File: src/rtl/chan_mode_pkg.sv
// Package of register map, field positions, states and timing for channel mode control
package chan_mode_pkg;

  // ****************************************
  // Register offsets
  // ****************************************
  localparam logic [3:0] ADDR_REQUEST = 4'h0;
  localparam logic [3:0] ADDR_FUNC_REQ = 4'h1;
  localparam logic [3:0] ADDR_STOP = 4'h2;
  localparam logic [3:0] ADDR_FEEDBACK = 4'h3;
  localparam logic [3:0] ADDR_FUNC_FB = 4'h4;
  localparam logic [3:0] ADDR_CHAN_STATE = 4'h5;
  localparam logic [3:0] ADDR_IRQ_STATUS = 4'h6;
  localparam logic [3:0] ADDR_IRQ_MASK = 4'h7;
  localparam logic [3:0] ADDR_ERROR = 4'h8;

  // ****************************************
  // Field positions
  // ****************************************
  localparam int BIT_REQ_AUTO = 0;
  localparam int BIT_REQ_BLOCK = 1;
  localparam int BIT_REQ_MANUAL = 2;
  localparam int BIT_REQ_LOCK = 4;
  localparam int BIT_REQ_RESET = 7;
  localparam int BIT_FUNC_INSERT = 0;
  localparam int BIT_FUNC_REF = 2;
  localparam int BIT_STOP_BLOCK_END = 2;
  localparam int BIT_STOP_AXES = 3;
  localparam int BIT_STOP_AXES_SPINDLES = 4;
  localparam int BIT_FB_READY = 3;
  localparam int BIT_CH_ACTIVE = 5;
  localparam int BIT_CH_INTERRUPTED = 6;
  localparam int BIT_CH_RESET = 7;
  localparam int BIT_IRQ_REJECT = 0;
  localparam int BIT_IRQ_CHANGED = 1;
  localparam int BIT_IRQ_RESET_DONE = 2;
  localparam int BIT_ERR_REJECT = 0;

  // ****************************************
  // Reset values
  // ****************************************
  localparam logic [7:0] RESET_BYTE = 8'h00;
  localparam logic [2:0] IRQ_NONE = 3'h0;

  // ****************************************
  // Timing
  // ****************************************
  localparam int CLOCK_PERIOD_NS = 20;
  localparam int ABORT_TIME_NS = 100;
  localparam int ABORT_CYCLES_INT = (ABORT_TIME_NS + CLOCK_PERIOD_NS - 1) / CLOCK_PERIOD_NS;
  localparam logic [3:0] ABORT_CYCLES = 4'(ABORT_CYCLES_INT);
  localparam logic [3:0] COUNT_ZERO = 4'h0;
  localparam logic [3:0] COUNT_ONE = 4'h1;

  // ****************************************
  // Types
  // ****************************************
  typedef enum logic [2:0] {
    MODE_AUTO = 3'b001,
    MODE_BLOCK = 3'b010,
    MODE_MANUAL = 3'b100
  } mode_t;

  typedef enum logic [3:0] {
    CH_RESET = 4'b0001,
    CH_ACTIVE = 4'b0010,
    CH_INTERRUPTED = 4'b0100,
    CH_ABORT = 4'b1000
  } chan_state_t;

  typedef struct packed {
    logic block_end;
    logic axes;
    logic axes_spindles;
  } stop_req_t;

  typedef struct packed {
    logic prep_abort;
    logic halt_axes;
    logic halt_spindles;
    logic halt_at_block_end;
    logic aux_drop;
    logic block_rewind;
    logic alarm_clear;
  } channel_cmd_t;

endpackage : chan_mode_pkg

File: src/rtl/channel_mode_control.sv
// Operating mode selection, mode change checks, stop and reset control of one channel
`timescale 1ns/10ps

// Contract
// - Priority manual, then block entry, then automatic
// - Active mode reported in separate feedback byte
// - Reference approach requested and reported in manual
// - Block insertion requested and reported in block entry
// - Three stops: axes, axes+spindles, block end
// - Reset aborts program, halts, rewinds, clears alarms
// - Channel-in-reset bit marks reset completion
// - Ready to run on feedback bit three
// - Mode change waits while channel active
// - In reset any mode change accepted
// - Interrupted allows only listed mode changes
// - After interrupted leave, only return or reset
// - Rejected change raises clearable error
// - Lock bit ignores all mode requests
// - Manual mode ignores channel controls and interlocks
module channel_mode_control (
  // Clock and reset
  input wire logic clock,
  input wire logic rst_n,
  // Register port
  input wire logic [3:0] addr,
  input wire logic [7:0] wdata,
  input wire logic wr,
  input wire logic rd,
  output logic [7:0] rdata,
  // Channel events
  input wire logic cycle_start,
  input wire logic block_end,
  input wire logic program_end,
  input wire logic drives_ready,
  input wire logic channel_interlock,
  // Channel commands
  output chan_mode_pkg::channel_cmd_t cmd,
  output logic motion_enable,
  // Interrupt
  output logic irq
);

  // ****************************************
  // Storage
  // ****************************************
  logic [7:0] request;
  logic [7:0] func_req;
  chan_mode_pkg::stop_req_t stop_req;
  logic [2:0] irq_status;
  logic [2:0] irq_mask;
  logic error_reject;
  chan_mode_pkg::mode_t active_mode;
  chan_mode_pkg::mode_t prior_mode;
  chan_mode_pkg::chan_state_t chan_state;
  logic left_interrupted;
  logic [2:0] rejected_req;
  logic [3:0] abort_count;
  logic reset_cmd;
  logic abort_done;
  logic ev_reject;
  logic ev_changed;
  logic ev_reset_done;
  logic [2:0] wanted;
  logic change_pending;
  logic change_allowed;
  logic start_ok;
  logic run_ready;

  // ****************************************
  // Decoding
  // ****************************************
  // manual first; current mode passed in so no request bit leaves it unchanged
  function automatic logic [2:0] pick_mode(input logic [7:0] req, input logic [2:0] keep);
    if (req[chan_mode_pkg::BIT_REQ_MANUAL]) begin
      return chan_mode_pkg::MODE_MANUAL;
    end else if (req[chan_mode_pkg::BIT_REQ_BLOCK]) begin
      return chan_mode_pkg::MODE_BLOCK;
    end else if (req[chan_mode_pkg::BIT_REQ_AUTO]) begin
      return chan_mode_pkg::MODE_AUTO;
    end
    return keep;
  endfunction : pick_mode

  function automatic logic interrupt_ok(input logic [2:0] from, input logic [2:0] to,
                                        input logic [2:0] prior);
    logic ok;
    ok = 1'b0;
    if (from == chan_mode_pkg::MODE_AUTO && to == chan_mode_pkg::MODE_MANUAL) begin
      ok = 1'b1;
    end
    if (from == chan_mode_pkg::MODE_BLOCK && to == chan_mode_pkg::MODE_MANUAL) begin
      ok = 1'b1;
    end
    // only back to where it came from
    if (from == chan_mode_pkg::MODE_MANUAL && to == prior) begin
      ok = 1'b1;
    end
    return ok;
  endfunction : interrupt_ok

  assign wanted = pick_mode(request, active_mode);
  assign reset_cmd = wr && addr == chan_mode_pkg::ADDR_REQUEST && wdata[chan_mode_pkg::BIT_REQ_RESET];
  assign abort_done = chan_state == chan_mode_pkg::CH_ABORT && abort_count == chan_mode_pkg::COUNT_ONE;

  assign change_pending = !request[chan_mode_pkg::BIT_REQ_LOCK] && wanted != active_mode
                          && wanted != rejected_req && chan_state != chan_mode_pkg::CH_ABORT;

  always_comb begin
    change_allowed = 1'b0;
    unique case (chan_state)
      chan_mode_pkg::CH_RESET: change_allowed = 1'b1;
      chan_mode_pkg::CH_INTERRUPTED: change_allowed = interrupt_ok(active_mode, wanted, prior_mode);
      // held while active, no verdict yet
      chan_mode_pkg::CH_ACTIVE: change_allowed = 1'b0;
      chan_mode_pkg::CH_ABORT: change_allowed = 1'b0;
    endcase
  end

  assign ev_changed = change_pending && change_allowed;
  assign ev_reject = change_pending && !change_allowed && chan_state != chan_mode_pkg::CH_ACTIVE;
  assign ev_reset_done = abort_done;

  // manual mode bypasses channel interlock and start
  assign start_ok = active_mode != chan_mode_pkg::MODE_MANUAL && cycle_start;
  assign run_ready = drives_ready && chan_state != chan_mode_pkg::CH_ABORT;

  // ****************************************
  // Control registers
  // ****************************************
  always_ff @(posedge clock or negedge rst_n) begin
    if (!rst_n) begin
      request <= chan_mode_pkg::RESET_BYTE;
    end else if (wr && addr == chan_mode_pkg::ADDR_REQUEST) begin
      // Reset bit is a command, never stored
      request <= wdata & ~(8'h01 << chan_mode_pkg::BIT_REQ_RESET);
    end
  end

  always_ff @(posedge clock or negedge rst_n) begin
    if (!rst_n) begin
      func_req <= chan_mode_pkg::RESET_BYTE;
    end else if (wr && addr == chan_mode_pkg::ADDR_FUNC_REQ) begin
      func_req <= wdata;
    end
  end

  always_ff @(posedge clock or negedge rst_n) begin
    if (!rst_n) begin
      stop_req <= '0;
    end else if (wr && addr == chan_mode_pkg::ADDR_STOP) begin
      stop_req.block_end <= wdata[chan_mode_pkg::BIT_STOP_BLOCK_END];
      stop_req.axes <= wdata[chan_mode_pkg::BIT_STOP_AXES];
      stop_req.axes_spindles <= wdata[chan_mode_pkg::BIT_STOP_AXES_SPINDLES];
    end
  end

  always_ff @(posedge clock or negedge rst_n) begin
    if (!rst_n) begin
      irq_mask <= chan_mode_pkg::IRQ_NONE;
    end else if (wr && addr == chan_mode_pkg::ADDR_IRQ_MASK) begin
      irq_mask <= wdata[2:0];
    end
  end

  // ****************************************
  // Channel state
  // ****************************************
  always_ff @(posedge clock or negedge rst_n) begin
    if (!rst_n) begin
      chan_state <= chan_mode_pkg::CH_RESET;
    end else if (reset_cmd) begin
      chan_state <= chan_mode_pkg::CH_ABORT;
    end else begin
      unique case (chan_state)
        chan_mode_pkg::CH_RESET: begin
          if (start_ok && run_ready) begin
            chan_state <= chan_mode_pkg::CH_ACTIVE;
          end
        end
        chan_mode_pkg::CH_ACTIVE: begin
          if (program_end) begin
            chan_state <= chan_mode_pkg::CH_RESET;
          end else if (stop_req.axes || stop_req.axes_spindles || (stop_req.block_end && block_end)) begin
            chan_state <= chan_mode_pkg::CH_INTERRUPTED;
          end
        end
        chan_mode_pkg::CH_INTERRUPTED: begin
          if (start_ok && run_ready && !stop_req.axes && !stop_req.axes_spindles && !stop_req.block_end) begin
            chan_state <= chan_mode_pkg::CH_ACTIVE;
          end
        end
        chan_mode_pkg::CH_ABORT: begin
          // reset status only once abort finished
          if (abort_done) begin
            chan_state <= chan_mode_pkg::CH_RESET;
          end
        end
      endcase
    end
  end

  always_ff @(posedge clock or negedge rst_n) begin
    if (!rst_n) begin
      abort_count <= chan_mode_pkg::COUNT_ZERO;
    end else if (reset_cmd) begin
      abort_count <= chan_mode_pkg::ABORT_CYCLES;
    end else if (abort_count != chan_mode_pkg::COUNT_ZERO) begin
      abort_count <= abort_count - chan_mode_pkg::COUNT_ONE;
    end
  end

  // ****************************************
  // Mode change
  // ****************************************
  // feedback follows the applied mode only
  always_ff @(posedge clock or negedge rst_n) begin
    if (!rst_n) begin
      active_mode <= chan_mode_pkg::MODE_MANUAL;
    end else if (ev_changed) begin
      active_mode <= chan_mode_pkg::mode_t'(wanted);
    end
  end

  always_ff @(posedge clock or negedge rst_n) begin
    if (!rst_n) begin
      prior_mode <= chan_mode_pkg::MODE_MANUAL;
    end else if (ev_changed) begin
      prior_mode <= active_mode;
    end
  end

  always_ff @(posedge clock or negedge rst_n) begin
    if (!rst_n) begin
      left_interrupted <= 1'b0;
    end else if (chan_state == chan_mode_pkg::CH_RESET) begin
      left_interrupted <= 1'b0;
    end else if (ev_changed && chan_state == chan_mode_pkg::CH_INTERRUPTED) begin
      left_interrupted <= 1'b1;
    end
  end

  // One verdict per request, avoids repeated errors
  always_ff @(posedge clock or negedge rst_n) begin
    if (!rst_n) begin
      rejected_req <= 3'h0;
    end else if (ev_reject) begin
      rejected_req <= wanted;
    end else if (wanted != rejected_req) begin
      rejected_req <= 3'h0;
    end
  end

  // error stays until cleared, set wins
  always_ff @(posedge clock or negedge rst_n) begin
    if (!rst_n) begin
      error_reject <= 1'b0;
    end else if (ev_reject) begin
      error_reject <= 1'b1;
    end else if (wr && addr == chan_mode_pkg::ADDR_ERROR && wdata[chan_mode_pkg::BIT_ERR_REJECT]) begin
      error_reject <= 1'b0;
    end
  end

  // ****************************************
  // Interrupt status
  // ****************************************
  always_ff @(posedge clock or negedge rst_n) begin
    if (!rst_n) begin
      irq_status <= chan_mode_pkg::IRQ_NONE;
    end else begin
      for (int i = 0; i < 3; i++) begin
        if (rd && addr == chan_mode_pkg::ADDR_IRQ_STATUS) begin
          irq_status[i] <= 1'b0;
        end
      end
      // Set wins over read clear
      if (ev_reject) begin
        irq_status[chan_mode_pkg::BIT_IRQ_REJECT] <= 1'b1;
      end
      if (ev_changed) begin
        irq_status[chan_mode_pkg::BIT_IRQ_CHANGED] <= 1'b1;
      end
      if (ev_reset_done) begin
        irq_status[chan_mode_pkg::BIT_IRQ_RESET_DONE] <= 1'b1;
      end
    end
  end

  assign irq = |(irq_status & irq_mask);

  // ****************************************
  // Channel commands
  // ****************************************
  always_ff @(posedge clock or negedge rst_n) begin
    if (!rst_n) begin
      cmd <= '0;
    end else begin
      cmd.prep_abort <= reset_cmd;
      cmd.aux_drop <= reset_cmd;
      cmd.block_rewind <= reset_cmd;
      cmd.alarm_clear <= reset_cmd;
      cmd.halt_axes <= stop_req.axes || stop_req.axes_spindles || reset_cmd
                       || chan_state == chan_mode_pkg::CH_ABORT;
      cmd.halt_spindles <= stop_req.axes_spindles || reset_cmd || chan_state == chan_mode_pkg::CH_ABORT;
      cmd.halt_at_block_end <= stop_req.block_end;
    end
  end

  always_ff @(posedge clock or negedge rst_n) begin
    if (!rst_n) begin
      motion_enable <= 1'b0;
    end else begin
      motion_enable <= run_ready && !stop_req.axes && !stop_req.axes_spindles
                       && (active_mode == chan_mode_pkg::MODE_MANUAL || !channel_interlock);
    end
  end

  // ****************************************
  // Read port
  // ****************************************
  always_ff @(posedge clock or negedge rst_n) begin
    if (!rst_n) begin
      rdata <= chan_mode_pkg::RESET_BYTE;
    end else if (rd) begin
      rdata <= chan_mode_pkg::RESET_BYTE;
      unique case (addr)
        chan_mode_pkg::ADDR_REQUEST: rdata <= request;
        chan_mode_pkg::ADDR_FUNC_REQ: rdata <= func_req;
        chan_mode_pkg::ADDR_STOP: begin
          rdata[chan_mode_pkg::BIT_STOP_BLOCK_END] <= stop_req.block_end;
          rdata[chan_mode_pkg::BIT_STOP_AXES] <= stop_req.axes;
          rdata[chan_mode_pkg::BIT_STOP_AXES_SPINDLES] <= stop_req.axes_spindles;
        end
        chan_mode_pkg::ADDR_FEEDBACK: begin
          rdata[2:0] <= active_mode;
          rdata[chan_mode_pkg::BIT_FB_READY] <= run_ready;
        end
        chan_mode_pkg::ADDR_FUNC_FB: begin
          rdata[chan_mode_pkg::BIT_FUNC_REF] <= active_mode == chan_mode_pkg::MODE_MANUAL
                                                && func_req[chan_mode_pkg::BIT_FUNC_REF];
          rdata[chan_mode_pkg::BIT_FUNC_INSERT] <= active_mode == chan_mode_pkg::MODE_BLOCK
                                                   && func_req[chan_mode_pkg::BIT_FUNC_INSERT];
        end
        chan_mode_pkg::ADDR_CHAN_STATE: begin
          rdata[chan_mode_pkg::BIT_CH_ACTIVE] <= chan_state == chan_mode_pkg::CH_ACTIVE;
          rdata[chan_mode_pkg::BIT_CH_INTERRUPTED] <= chan_state == chan_mode_pkg::CH_INTERRUPTED;
          rdata[chan_mode_pkg::BIT_CH_RESET] <= chan_state == chan_mode_pkg::CH_RESET;
          rdata[0] <= left_interrupted;
        end
        chan_mode_pkg::ADDR_IRQ_STATUS: rdata[2:0] <= irq_status;
        chan_mode_pkg::ADDR_IRQ_MASK: rdata[2:0] <= irq_mask;
        chan_mode_pkg::ADDR_ERROR: rdata[chan_mode_pkg::BIT_ERR_REJECT] <= error_reject;
        default: rdata <= chan_mode_pkg::RESET_BYTE;
      endcase
    end
  end

endmodule : channel_mode_control

File: config.mk
export PLATFORM = sky130hd
export DESIGN_NAME = channel_mode_control
export DESIGN_NICKNAME = d
export VERILOG_FILES = /design/src/rtl/chan_mode_pkg.sv /design/src/rtl/channel_mode_control.sv
export SDC_FILE = /design/constraint.sdc
export NUM_CORES = 1
export LEC_CHECK = 0
export BUFFER_PORTS_ARGS = -buffer_cell sky130_fd_sc_hd__buf_2
export CORE_ASPECT_RATIO = 0.9
export CORE_MARGIN = 2
export CORE_UTILIZATION = 57
export CTS_BUF_LIST = sky130_fd_sc_hd__clkbuf_4 sky130_fd_sc_hd__clkbuf_8 sky130_fd_sc_hd__clkbuf_16
export DETAILED_ROUTE_END_ITERATION = 10
export PLACE_DENSITY = 0.79
export RECOVER_POWER = 100
export SLEW_MARGIN = 20
export SYNTH_ARGS = -nofsm -noshare
export SYNTH_HDL_FRONTEND = slang
export SYNTH_SLANG_ARGS = --single-unit
File: constraint.sdc
create_clock -name clock -period 3.2 [get_ports clock]
set_clock_uncertainty 0.15 [all_clocks]
set_input_delay 0.64 -clock clock [delete_from_list [all_inputs] [get_ports clock]]
set_output_delay 0.64 -clock clock [all_outputs]
set_load 0.01 [all_outputs]
==> results.sh <==
export IMPL_outcome="completed"
export IMPL_synthDominantCellAreaShare=0.4542
export IMPL_preCtsSetupSlack_ns=0.7578
export IMPL_grt_max_degree=57
export IMPL_ys_async_sr_fraction=1.000
export IMPL_p_leak_nw=1.407
export IMPL_yosysSeqAreaShare=0.4811
export IMPL_drt_vias_per_instance=5.973
export IMPL_synth_area_um2=2920
export IMPL_synth_top_area_cell="dfrtp_1"
export IMPL_ctsHoldBuffers=0
export IMPL_final_util=0.6452
export IMPL_synth_top_family_by_area="simple AND/OR/NAND/NOR gates"
export IMPL_clk_pin_slew_ns=0.10
export IMPL_layout_common_cells="dfrtp_1, nor2_1, mux2_2, nand2_1, buf_2"
export IMPL_vdd_drop_max_v=0.0004246
export IMPL_fin_crit_ns=2.674
export IMPL_yosys_area_share_simple=0.1692
export IMPL_powerDensity_nw_per_um2=724.0
export IMPL_r2r_end="prior_mode[1]"
export IMPL_cts_sinks=56
export IMPL_reg2reg_slack_ns=0.53
export IMPL_root_buffer="clkbuf_8"
export IMPL_drv_slew=0
export IMPL_postRouteAntennaNets=0
export IMPL_cts_buffers=5
export IMPL_wl_per_cell_um=16.53
export IMPL_min_delay_start="channel_interlock"
export IMPL_rsz0062_at_grt="false"
export IMPL_overflow=0
export IMPL_endpoint_kind="register"
export IMPL_total_power_w=0.002287
export IMPL_synthTopCellsByArea="dfrtp_1, mux2_2, nor2_1"
export IMPL_r2r_cells=6
export IMPL_yosysUniqueCellTypes=60
export IMPL_final_common_cell="dfrtp_1"
export IMPL_n_antenna_cell=0
export IMPL_dp_hpwl_mm=4.471
export IMPL_synth_compound_area_frac=0.1290
export IMPL_cts_tree="yes"
export IMPL_cts_max_level=2
export IMPL_syn_num_nets=304
export IMPL_r2r_start="active_mode[2]"
export IMPL_route_detailed_drc=0
export IMPL_hold_viol_final=0
export IMPL_tns_ns=0
export IMPL_io_pins=38
export IMPL_synth_ff_type="dfrtp_1"
export IMPL_clk_latency_ns=0.32
export IMPL_antenna_found_initial=0
export IMPL_dr_total_vias=2252
export IMPL_crit_arrival_ns=2.73
export IMPL_finalWeightedCongestion=0.9190
export IMPL_die_area_um2=5713
export IMPL_coreArea_um2=4895
export IMPL_worst_path_max_fanout=12
export IMPL_portBuffers=37
export IMPL_flow_area_growth_from_synthesis_pct=8.141
export IMPL_critPathRequiredTime_ns=3.26
export IMPL_setup_worst_path_start="active_mode[2]"
export IMPL_worst_pin_slew_ns=1.364
export IMPL_synth_seq_cells=56
export IMPL_setup_slack_ns=0.5263
export IMPL_die_w_um=79.45
export IMPL_post_cts_buffers=0
export IMPL_first_iter_violations=145
export IMPL_hp_class="in -> reg"
export IMPL_grt_pass1_vias=2158
export IMPL_postCtsResizedCells=0
export IMPL_grt_use_total=0.2431
export IMPL_routed_wl_mm=6.232
export IMPL_cts_buffer_depth=2
export IMPL_maxCapViolCount=0
export IMPL_setup_worst_path_end="prior_mode[1]"
export IMPL_max_freq_mhz=374.0
export IMPL_layout_cells_non_filler=377
export IMPL_firstDrtPassIters=5
export IMPL_layout_drive_gt1_share=0.1891
export IMPL_start_util=0.5966
export IMPL_placementRows=24
export IMPL_synth_adder_area_share=0.01285
export IMPL_regArea_um2=1405
export IMPL_synthXorXnorAreaFrac=0.01799
export IMPL_cp_start_kind="register"
export IMPL_synthMuxAreaShare=0.1452
export IMPL_timing_final_crit_share=0.8355
export IMPL_dp_cells=369
export IMPL_syn_avg_cell_area_um2=10.43
export IMPL_fin_nets=335
export IMPL_grt_pass1_wl_mm=10.63
export IMPL_die_h_um=71.91
export IMPL_synth_edf_count=0
export IMPL_yosysWarnings=0
export IMPL_multi_input_area_um2=1359
export IMPL_fillers=419
export IMPL_setup_viol=0
export IMPL_relSlewSlack=0.09058
export IMPL_synth_cells=280
export IMPL_crit_type="reg -> reg"
-- layout make-up --
type / count / area share
sequential: 56 / 0.4449
multi-input combinational: 195 / 0.4303
timing repair buffer: 38 / 0.05309
clock buffer: 7 / 0.02655
tap: 65 / 0.02575
inverter: 15 / 0.01783
clock inverter: 1 / 0.001585
-- flip-flops by register name, summed over array words and instances (netlist names), 3 cells and up --
register and cells:
abort_count 4, chan_state 4, rdata 8, irq_status 3, irq_mask 3, func_req 8
rejected_req 3, active_mode 3, request 7, prior_mode 3, stop_req 3, cmd 4
-- metrics by stage --
stage | hold WS, ns | area [µm²]
after floorplan | 0.1944 | 2920
after global placement | 0.3160 | 3120
after detailed placement | 0.3162 | 3120
after CTS | 0.3188 | 3209
after global routing | 0.3312 | 3158
final | 0.3307 | 3158
-- layer usage --
layer / part of all wire / GRT usage / vias up
met3: 0.058 / 0.04353 / 11
met2: 0.45 / 0.3669 / 75
met1: 0.47 / 0.3578 / 1100
li1: - / - / 1066
met5: 0 / 0 / -
met4: 0.017 / 0.08429 / 0
-- worst max-delay path, stage by stage (launching register included) --
cell and delay [ns]:
dfstp_1 0.72, or3b_1 0.38, a221o_1 0.34, and3_4 0.21, a21oi_4 0.18, nand2_1 0.21
mux2_1 0.37
-- worst min path at each step --
stage,end,slack [ns],cells past startpoint
floorplan,abort_count[0],0.19,0
global placement,cmd[3],0.32,0
detailed placement,cmd[3],0.32,0
CTS,rdata[4],0.32,2
global route,motion_enable,0.33,2
finish,motion_enable,0.33,2
-- cells in the mapped netlist, types with 3 or more instances --
cell	n
clkbuf_1	7
mux2_4	5
ha_1	3
mux2_2	23
o22ai_1	5
xnor2_1	4
nand2b_1	4
nand3b_1	6
a31oi_1	6
nand2_1	18
inv_1	15
nand3_1	12
nor3_1	5
nor2_1	28
dfrtp_1	53
mux2i_1	9
buf_4	3
o21ai_0	8
a21boi_1	3
a21oi_1	13
dfstp_2	3
-- power by group --
group	switching [W]	internal [W]
logic	0.000410	0.000361
registers	0.000205	0.000907
clock network	0.000232	0.000172
-- cell families (layout without fill, tap and decap cells) --
logic type | count (synthesis) | count (layout)
buffers and inverters | 29 | 61
AND/OR/NAND/NOR | 94 | 94
XOR/XNOR | 6 | 6
adder cells (fa/ha/maj) | 3 | 3
AO/OA/AOI/OAI | 55 | 55
flip-flops | 56 | 56
multiplexers | 37 | 37
No activity file was read; power rests on OpenSTA's default activity.
